$ cat src/logic/flash_protect_regs.svh
`ifndef FLASH_PROTECT_REGS_SVH
`define FLASH_PROTECT_REGS_SVH

// apb register byte addresses
`define MAIN_PROT_ADDR 12'h000
`define SEC_PROT_ADDR 12'h004
`define CTRL_ADDR 12'h008
`define STATUS_ADDR 12'h00C
`define PROT_IMAGE_ADDR 12'h010
// unlock / command encodings on the device bus
`define UNLOCK1_ADDR 12'h555
`define UNLOCK1_DATA 8'hAA
`define UNLOCK2_ADDR 12'hAAA
`define UNLOCK2_DATA 8'h55
`define RESET_CMD_DATA 8'hF0
// field positions
`define SEC_SECURITY_BIT 7
`define SEC_PROT_LSB 0
`define SEC_PROT_MSB 3
`define CTRL_FAST_BIT 0
`define CTRL_VBAT_EN_BIT 1
`define STAT_STATE_LSB 0
`define STAT_STATE_MSB 2
`define STAT_ERR_BIT 3
`define STAT_READ_BIT 4
`define STAT_UNLOCK_LSB 5
`define STAT_UNLOCK_MSB 6
// timing
`define CLK_MHZ 40
`define RESET_FAST_US 25
`define RESET_SLOW_US 2000
`define RESET_FAST_CYC (`RESET_FAST_US * `CLK_MHZ)
`define RESET_SLOW_CYC (`RESET_SLOW_US * `CLK_MHZ)
`define PROT_RESET 8'h00

`endif

$ cat src/logic/flash_protect_pkg.sv
package flash_protect_pkg;
    typedef enum logic [2:0] {
        ST_READ,
        ST_PROGRAM,
        ST_BULK_ERASE,
        ST_SECTOR_ERASE,
        ST_RECOVER
    } flash_state_t;

    typedef enum logic [1:0] {
        UL_IDLE,
        UL_FIRST,
        UL_SECOND
    } unlock_state_t;
endpackage

$ cat src/logic/flash_protect_and_reset.sv
`timescale 1ns/10ps
// Summary of operation
// main protect status, bit per sector
// secondary protect bits 0-3, 4-6 unused
// bit 7 reports security lock set
// program/erase to protected sector ignored
// reset command is one bus write
// reset also accepted after unlock pair
// host resets after status or id read
// host resets when error bit rises
// reset ignored during program or bulk erase
// slow variant recovers within milliseconds
// slow variant aborts sector erase, milliseconds
// fast variant immediate, 25us on error
// fast variant aborts sector erase, 25us
// reset pin aborts, 25us if busy
// reset pulse held at least 25us
// sram enabled only while select high
// sram select uses two product terms
// battery indicator on port c pin four
// sector and sram selects from decode array
// writes never alter protect or security flags
`include "flash_protect_regs.svh"

module flash_protect_and_reset
    import flash_protect_pkg::*;
#(
    parameter int MAIN_SECTORS = 8,
    parameter int SEC_SECTORS = 4,
    parameter int FAST_CYC = `RESET_FAST_CYC,
    parameter int SLOW_CYC = `RESET_SLOW_CYC,
    parameter logic [15:0] SRAM_T0_MATCH = 16'h8000,
    parameter logic [15:0] SRAM_T0_MASK = 16'hF800,
    parameter logic [15:0] SRAM_T1_MATCH = 16'h0000,
    parameter logic [15:0] SRAM_T1_MASK = 16'h0000,
    parameter logic SRAM_T1_EN = 1'b0
) (
    input wire logic core_clk,
    input wire logic rst_b,
    // apb slave
    input wire logic psel,
    input wire logic penable,
    input wire logic pwrite,
    input wire logic [11:0] paddr,
    input wire logic [31:0] pwdata,
    output logic [31:0] prdata,
    output logic pready,
    output logic pslverr,
    // device bus from the host mcu
    input wire logic bus_wr,
    input wire logic [15:0] bus_addr,
    input wire logic [7:0] bus_data,
    input wire logic bus_psen_b,
    // protect flags from the programming path
    input wire logic [MAIN_SECTORS-1:0] main_prot_in,
    input wire logic [SEC_SECTORS-1:0] sec_prot_in,
    input wire logic security_in,
    input wire logic prot_load,
    // flash engine status
    input wire logic start_program,
    input wire logic start_bulk_erase,
    input wire logic start_sector_erase,
    input wire logic op_done,
    input wire logic error_status_bit,
    // external reset pin, active low
    input wire logic reset_pin_b,
    // power monitor
    input wire logic supply_below_battery,
    // decoded selects
    input wire logic [MAIN_SECTORS-1:0] main_sector_hit,
    input wire logic [SEC_SECTORS-1:0] sec_sector_hit,
    output logic [MAIN_SECTORS-1:0] main_sector_select,
    output logic [SEC_SECTORS-1:0] secondary_sector_select,
    output logic sram_select,
    output logic sram_enable,
    output logic op_accept,
    output logic flash_abort,
    output logic read_mode,
    output logic port_c_pin_four
);

    logic [MAIN_SECTORS-1:0] main_prot_r;
    logic [SEC_SECTORS-1:0] sec_prot_r;
    logic security_r;
    logic fast_mode_r;
    logic vbat_en_r;
    logic reset_pin_d_r;
    flash_state_t state_r;
    unlock_state_t unlock_r;
    logic [31:0] recover_cnt_r;
    logic reset_cmd;
    logic pin_pulse;
    logic busy;
    logic pin_abort;
    logic pin_restart;
    logic any_request;
    logic target_prot;
    logic [MAIN_SECTORS-1:0] main_blocked;
    logic [SEC_SECTORS-1:0] sec_blocked;
    logic [31:0] recover_load;
    logic sram_term0;
    logic sram_term1;
    logic apb_wr;
    logic apb_rd;
    logic [7:0] sec_reg;
    logic [31:0] rdata_nxt;

    assign pready = 1'b1;
    assign apb_wr = psel && penable && pwrite;
    assign apb_rd = psel && !pwrite;

    // protect flags: only the programming path loads them
    always_ff @(posedge core_clk) begin
        if (!rst_b) begin
            main_prot_r <= '0;
            sec_prot_r <= '0;
            security_r <= 1'b0;
        end else if (prot_load) begin
            main_prot_r <= main_prot_in;
            sec_prot_r <= sec_prot_in;
            security_r <= security_in;
        end
    end

    // control register
    always_ff @(posedge core_clk) begin
        if (!rst_b) begin
            fast_mode_r <= 1'b1;
            vbat_en_r <= 1'b0;
        end else if (apb_wr && paddr == `CTRL_ADDR) begin
            fast_mode_r <= pwdata[`CTRL_FAST_BIT];
            vbat_en_r <= pwdata[`CTRL_VBAT_EN_BIT];
        end
    end

    always_comb begin
        sec_reg = '0;
        sec_reg[`SEC_PROT_MSB:`SEC_PROT_LSB] = sec_prot_r[3:0];
        sec_reg[`SEC_SECURITY_BIT] = security_r;
    end

    always_comb begin
        rdata_nxt = '0;
        pslverr = 1'b0;
        unique case (paddr)
            `MAIN_PROT_ADDR: rdata_nxt[MAIN_SECTORS-1:0] = main_prot_r;
            `SEC_PROT_ADDR: rdata_nxt[7:0] = sec_reg;
            `CTRL_ADDR: begin
                rdata_nxt[`CTRL_FAST_BIT] = fast_mode_r;
                rdata_nxt[`CTRL_VBAT_EN_BIT] = vbat_en_r;
            end
            `STATUS_ADDR: begin
                rdata_nxt[`STAT_STATE_MSB:`STAT_STATE_LSB] = state_r;
                rdata_nxt[`STAT_ERR_BIT] = error_status_bit;
                rdata_nxt[`STAT_READ_BIT] = read_mode;
                rdata_nxt[`STAT_UNLOCK_MSB:`STAT_UNLOCK_LSB] = unlock_r;
            end
            `PROT_IMAGE_ADDR: rdata_nxt[15:0] = {sec_reg, main_prot_r};
            default: pslverr = psel && penable;
        endcase
    end

    // read data registered in setup phase, valid in access phase
    always_ff @(posedge core_clk) begin
        if (!rst_b) begin
            prdata <= '0;
        end else if (apb_rd && !penable) begin
            prdata <= rdata_nxt;
        end
    end

    // unlock sequence tracker
    always_ff @(posedge core_clk) begin
        if (!rst_b) begin
            unlock_r <= UL_IDLE;
        end else if (bus_wr) begin
            unique case (unlock_r)
                UL_IDLE: unlock_r <= (bus_addr[11:0] == `UNLOCK1_ADDR
                    && bus_data == `UNLOCK1_DATA) ? UL_FIRST : UL_IDLE;
                UL_FIRST: unlock_r <= (bus_addr[11:0] == `UNLOCK2_ADDR
                    && bus_data == `UNLOCK2_DATA) ? UL_SECOND : UL_IDLE;
                UL_SECOND: unlock_r <= UL_IDLE;
            endcase
        end
    end

    // single write, with or without the unlock pair ahead
    assign reset_cmd = bus_wr && bus_data == `RESET_CMD_DATA;
    assign pin_pulse = reset_pin_d_r && !reset_pin_b;

    // program or erase in flight
    assign busy = state_r == ST_PROGRAM || state_r == ST_BULK_ERASE
        || state_r == ST_SECTOR_ERASE;
    // a fresh pin pulse during recovery must not cut the wait short
    assign pin_abort = !reset_pin_b && busy;
    assign pin_restart = pin_pulse && state_r == ST_RECOVER;

    always_ff @(posedge core_clk) begin
        if (!rst_b) begin
            reset_pin_d_r <= 1'b1;
        end else begin
            reset_pin_d_r <= reset_pin_b;
        end
    end

    // per sector: a request aimed at a protected sector
    for (genvar i = 0; i < MAIN_SECTORS; i++) begin : g_main_block
        assign main_blocked[i] = main_sector_hit[i] && main_prot_r[i];
    end

    for (genvar j = 0; j < SEC_SECTORS; j++) begin : g_sec_block
        assign sec_blocked[j] = sec_sector_hit[j] && sec_prot_r[j];
    end

    assign target_prot = |main_blocked || |sec_blocked;
    assign any_request = start_program || start_bulk_erase || start_sector_erase;
    // no new operation starts while the reset pin is held low
    assign op_accept = read_mode && !target_prot && any_request;
    // recovery length for the selected variant
    assign recover_load = fast_mode_r ? 32'(FAST_CYC) : 32'(SLOW_CYC);

    // flash operation and recovery sequencer
    always_ff @(posedge core_clk) begin
        if (!rst_b) begin
            state_r <= ST_READ;
            recover_cnt_r <= '0;
            flash_abort <= 1'b0;
        end else begin
            flash_abort <= 1'b0;
            if (pin_abort) begin
                state_r <= ST_RECOVER;
                recover_cnt_r <= 32'(FAST_CYC);
                flash_abort <= 1'b1;
            end else if (pin_restart && recover_cnt_r < 32'(FAST_CYC)) begin
                recover_cnt_r <= 32'(FAST_CYC);
            end else begin
                unique case (state_r)
                    ST_READ: begin
                        if (op_accept && start_program) begin
                            state_r <= ST_PROGRAM;
                        end else if (op_accept && start_bulk_erase) begin
                            state_r <= ST_BULK_ERASE;
                        end else if (op_accept) begin
                            state_r <= ST_SECTOR_ERASE;
                        end else if (reset_cmd && error_status_bit) begin
                            state_r <= ST_RECOVER;
                            recover_cnt_r <= recover_load;
                        end else if (reset_cmd && !fast_mode_r) begin
                            state_r <= ST_RECOVER;
                            recover_cnt_r <= 32'(SLOW_CYC);
                        end
                    end
                    ST_PROGRAM, ST_BULK_ERASE: begin
                        if (op_done) begin
                            state_r <= ST_READ;
                        end
                    end
                    ST_SECTOR_ERASE: begin
                        if (reset_cmd) begin
                            state_r <= ST_RECOVER;
                            recover_cnt_r <= recover_load;
                            flash_abort <= 1'b1;
                        end else if (op_done) begin
                            state_r <= ST_READ;
                        end
                    end
                    ST_RECOVER: begin
                        if (recover_cnt_r <= 32'd1) begin
                            state_r <= ST_READ;
                            recover_cnt_r <= '0;
                        end else begin
                            recover_cnt_r <= recover_cnt_r - 32'd1;
                        end
                    end
                    default: state_r <= ST_READ;
                endcase
            end
        end
    end

    assign read_mode = state_r == ST_READ && reset_pin_b;

    // decode array: two product terms over address, only the second also gated by psen strobe
    assign sram_term0 = (bus_addr & SRAM_T0_MASK) == SRAM_T0_MATCH;
    assign sram_term1 = SRAM_T1_EN && (bus_addr & SRAM_T1_MASK) == SRAM_T1_MATCH
        && bus_psen_b;
    assign sram_select = sram_term0 || sram_term1;

    // sram has priority over flash, secondary over main
    assign secondary_sector_select = sram_select ? '0 : sec_sector_hit;
    assign main_sector_select = (sram_select || |sec_sector_hit) ? '0 : main_sector_hit;
    assign sram_enable = sram_select;

    always_ff @(posedge core_clk) begin
        if (!rst_b) begin
            port_c_pin_four <= 1'b0;
        end else begin
            port_c_pin_four <= vbat_en_r && supply_below_battery;
        end
    end

endmodule

$ cat config.mk
export PLATFORM = sky130hd
export DESIGN_NAME = flash_protect_and_reset
export DESIGN_NICKNAME = d
export VERILOG_FILES = /design/src/logic/flash_protect_pkg.sv /design/src/logic/flash_protect_and_reset.sv
export VERILOG_INCLUDE_DIRS = /design/src /design/src/logic
export SDC_FILE = /design/constraint.sdc
export NUM_CORES = 1
export LEC_CHECK = 0
export ABC_AREA = 1
export BUFFER_PORTS_ARGS = -buffer_cell sky130_fd_sc_hd__buf_2
export CAP_MARGIN = 20
export CORE_MARGIN = 3
export CORE_UTILIZATION = 51
export DETAILED_ROUTE_END_ITERATION = 6
export PLACE_DENSITY = 0.81
export SYNTH_ARGS = -nofsm -noshare
export SYNTH_HDL_FRONTEND = slang
export SYNTH_SLANG_ARGS = --single-unit
$ cat constraint.sdc
create_clock -name core_clk -period 2.2 [get_ports core_clk]
set_input_delay 0.33 -clock core_clk [delete_from_list [all_inputs] [get_ports core_clk]]
set_output_delay 0.33 -clock core_clk [all_outputs]
set_load 0.005 [all_outputs]
==> Flow_metrics.wiki <==
{| class="wikitable"
! Metric !! Value
|-
| Proportion of layout cells with a drive suffix above 1 || 20.45%
|-
| Peak ir drop on the vdd network || slightly above 0.8 mV
|-
| Mapped cell area || approximately 4600 sq um
|-
| Maximum net fanout on the critical path || 15
|-
| Number of H-tree branching levels || 3
|-
| Total die area || slightly above 10,000 sq um
|-
| Routed wire length per instance || about 13 microns
|-
| Post-synthesis register bit count || 68
|-
| Classification of the worst setup path || reg -> reg
|-
| Layout Skew || 9.131 ps
|-
| Antenna-violating nets left || 0
|-
| Count of cells along the worst register-to-register path || 8
|-
| Predominant post-synthesis flop cell || dfxtp_1
|-
| Core region area || just under 9000 sq um
|-
| Leakage dissipation || 2.781 nW
|-
| Top delay family on crit path || compound AO/OA/AOI/OAI gates
|-
| CP required || 2470 ps
|-
| Net Sw Power || just under 4 mW
|-
| Gate Count Post-Synth || around 740
|-
| Library cell with the highest instance count after synthesis || nand2_1
|-
| Global placer's final weighted congestion || ~0.98
|-
| Synth cell types || 39
|-
| Utilization of the core after routing || between 60% and 70%
|-
| CTS sink cnt || roughly 70
|-
| Run status || finished clean
|-
| Power density relative to cell area || 1407 nW/um^2
|-
| Yosys warns || 0
|-
| Via count of the first global-routing pass || 4,478
|-
| Worst hold path stage count || 3
|-
| Vias per inst || between 5 and 6
|-
| First-pass GRT wire length || between 20,000 and 25,000 microns
|-
| Register share of total power || between 20% and 30%
|-
| Final wirelength || about 12,000 microns
|-
| Startpoint kind of the worst setup timing path || flop
|-
| Post-synth EDFFs || 0
|-
| Worst setup EP type || flop
|-
| Residual DRC || 0
|-
| Placement row count || 34
|-
| Worst skew pair latency || between 300 and 400 ps
|-
| Share of Yosys cell area claimed by the top area cell type || between 20% and 30%
|-
| Max Freq || roughly 0.53 GHz
|-
| Average size of a mapped cell || about 6.3 sq um
|-
| Antenna Cells || 0
|-
| Setup repair after global routing missed its margin || no
|-
| Total power of the final layout || around 7.6 mW
|-
| Cell taking the most area after synthesis || dfxtp_1
|-
| Number of endpoints failing setup at the final stage || 0
|-
| Power share of the clock group || 14.9%
|-
| Max_slew headroom || around 64%
|-
| GR Overflow Total || 0
|-
| GR Util met3 || under 10%
|-
| Part of the cycle the worst path needs || 86.32%
|-
| Placed wire-length estimate || around 9500 microns
|-
| Data arrival at the endpoint of the critical path || ~2200 ps
|-
| Buffers added on ports || between 100 and 150
|-
| Number of buffers added to fix hold violations after cts || 0
|-
| Instance count on the critical path || 8
|-
| Worst Path Buf+Inv || 2
|-
| Global routing usage on met2 || between 30% and 40%
|-
| Cell area after placement || 5181 sq um
|-
| Clock tree from TritonCTS || yes
|-
| Largest net degree at the start of global routing || 29
|-
| Cells along the critical path || inv_1 > ha_1 > nand2_2 > nor2_4 > o211ai_4 > buf_12 > nand3_1 > a21oi_1
|-
| First drt pass iteration count || 5
|-
| Setup TNS Final || 0 ps
|-
| Setup repair bufs after CTS || 0
|-
| Maximum capacitance violations || 0
|-
| Gates resized, CTS repair || 0
|-
| Total vias in the final route || 4,985
|-
| Die boundary height || roughly 100 microns
|-
| I/O pin count || 160
|-
| Portion of the post-synthesis area used by sequential elements || 29.45%
|-
| Final hold vios || 0
|-
| Number of fillers in the final layout || approximately 850
|-
| Gate power share || about 62%
|-
| Area Overhead vs Synth || 16.70%
|-
| Die boundary width || about 100 microns
|-
| Clock buffer count from CTS || 9
|-
| Final Critical Period || 1899 ps
|-
| Longest Clk Path Bufs || 2
|-
| Root buffer cell || clkbuf_8
|-
| CP peak stage delay || 470 ps
|-
| Total global routing track utilization || roughly a quarter
|-
| Count of final max-slew check failures || 0
|-
| Clock slew seen by the registers of the worst setup and hold paths || 80 ps
|-
| Crit-path slowest cell || o211ai_4
|-
| Met1 track demand over resource || 32.89%
|-
| Final net count || roughly 960
|-
| Worst-Margin Slew || 534.5 ps
|-
| Initial standard-cell utilization of the core || between 50% and 60%
|-
| Kind of path behind the tightest hold check || in -> reg
|-
| FFs w/ async S/R, synth || 0%
|-
| Internal power summed over all cells || between 3 and 4 mW
|-
| Switching part of the total power || 51.46%
|-
| Antenna violations before repair || 0
|-
| Most used routing layer || met2
|-
| Leading cell types by total area after synthesis || dfxtp_1 (29%), nand2_1 (15%), nor2_1 (10%), inv_1 (6.3%), nand3_1 (5.2%)
|-
| List of most frequent post-synthesis cells || nand2_1 (180), nor2_1 (129), inv_1 (77), dfxtp_1 (68), nand3_1 (48)
|-
| Post-route cell area || around 5400 sq um
|-
| Initial DRC count || 300
|}
==> power by group through the flow <==
stage / clock, mW / combinational (mW) / sequential [mW]
after floorplan: 0 / 3.75 / 1.69
after global placement: 0 / 4.55 / 1.76
after detailed placement: 0 / 4.61 / 1.76
after CTS: 1.14 / 4.67 / 1.74
after global routing: 1.20 / 5.30 / 1.78
final: 1.13 / 4.72 / 1.75
==> per-layer routing <==
layer | up-vias | wire, microns
met1 | 2228 | 5600
li1 | 2554 | -
met5 | - | 0
met2 | 182 | 5538
met4 | 0 | 206
met3 | 21 | 923
==> logic make-up after synthesis <==
kind of cell,after synthesis,share of synthesized area [%]
AOI/OAI and AO/OA,82,9.824
xor gates and xnor gates,22,4.168
adders and majority gates,3,0.8120
buffers and inverters,116,12.10
DFF,68,29.45
other,2,0.1624
and+or+nand+nor,445,43.49
==> cell usage in the layout, fill, tap and decap left out, types with 6 or more instances in the layout <==
cell,n
conb_1,20
buf_2,108
inv_1,77
clkbuf_8,9
nor2_2,18
buf_4,7
nand4_1,25
nand3b_1,8
nand3_1,48
o21ai_0,24
nand2_2,6
nor4_1,8
dfxtp_1,68
nor2_1,129
nand2_1,180
a21oi_1,45
xor2_1,22
nor3_1,8
==> final cells by class <==
class                      count  area [sq um]  share of cell area, %
sequential                    68          1361                  25.23
multi-input combinational    572          2770                  51.35
clock inverter                 6         90.09                  1.670
inverter                      80         301.5                  5.589
timing repair buffer         116         613.1                  11.36
clock buffer                   9         123.9                  2.296
tap                          108         135.1                  2.505
==> final timing paths <==
path                                                    start                        endpoint  slack [ps]
worst max-delay path            recover_cnt_r[0]$_SDFFE_PP0P_  recover_cnt_r[29]$_SDFFE_PP0P_         300
worst min-delay path                     supply_below_battery      port_c_pin_four$_SDFF_PN0_         200
worst max register to register  recover_cnt_r[0]$_SDFFE_PP0P_  recover_cnt_r[29]$_SDFFE_PP0P_         300
worst min register to register         vbat_en_r$_SDFFE_PN0P_      port_c_pin_four$_SDFF_PN0_         460
==> stage by stage <==
step / hold WS, ps / setup slack, ps / instances
2_1_floorplan: 419.6 / 640.6 / 756
3_3_place_gp: 446.7 / 354.7 / 944
3_5_place_dp: 443.6 / 315.8 / 944
4_1_cts: 191.0 / 284.7 / 959
5_1_grt: 198.6 / 132.1 / 959
6_report: 196.6 / 301.0 / 959
==> sequential cells by signal (all words and copies together) (netlist names), 2 cells and up <==
name / count
state_r: 3
main_prot_r: 8
sec_prot_r: 4
unlock_r: 2
recover_cnt_r: 32
prdata: 13
==> worst min-delay path, delay by kind of cell <==
family	cells	cell delay (ps)
buffers and inverters	1	90
and+or+nand+nor	2	80
No activity file was read; power rests on OpenSTA's default activity.
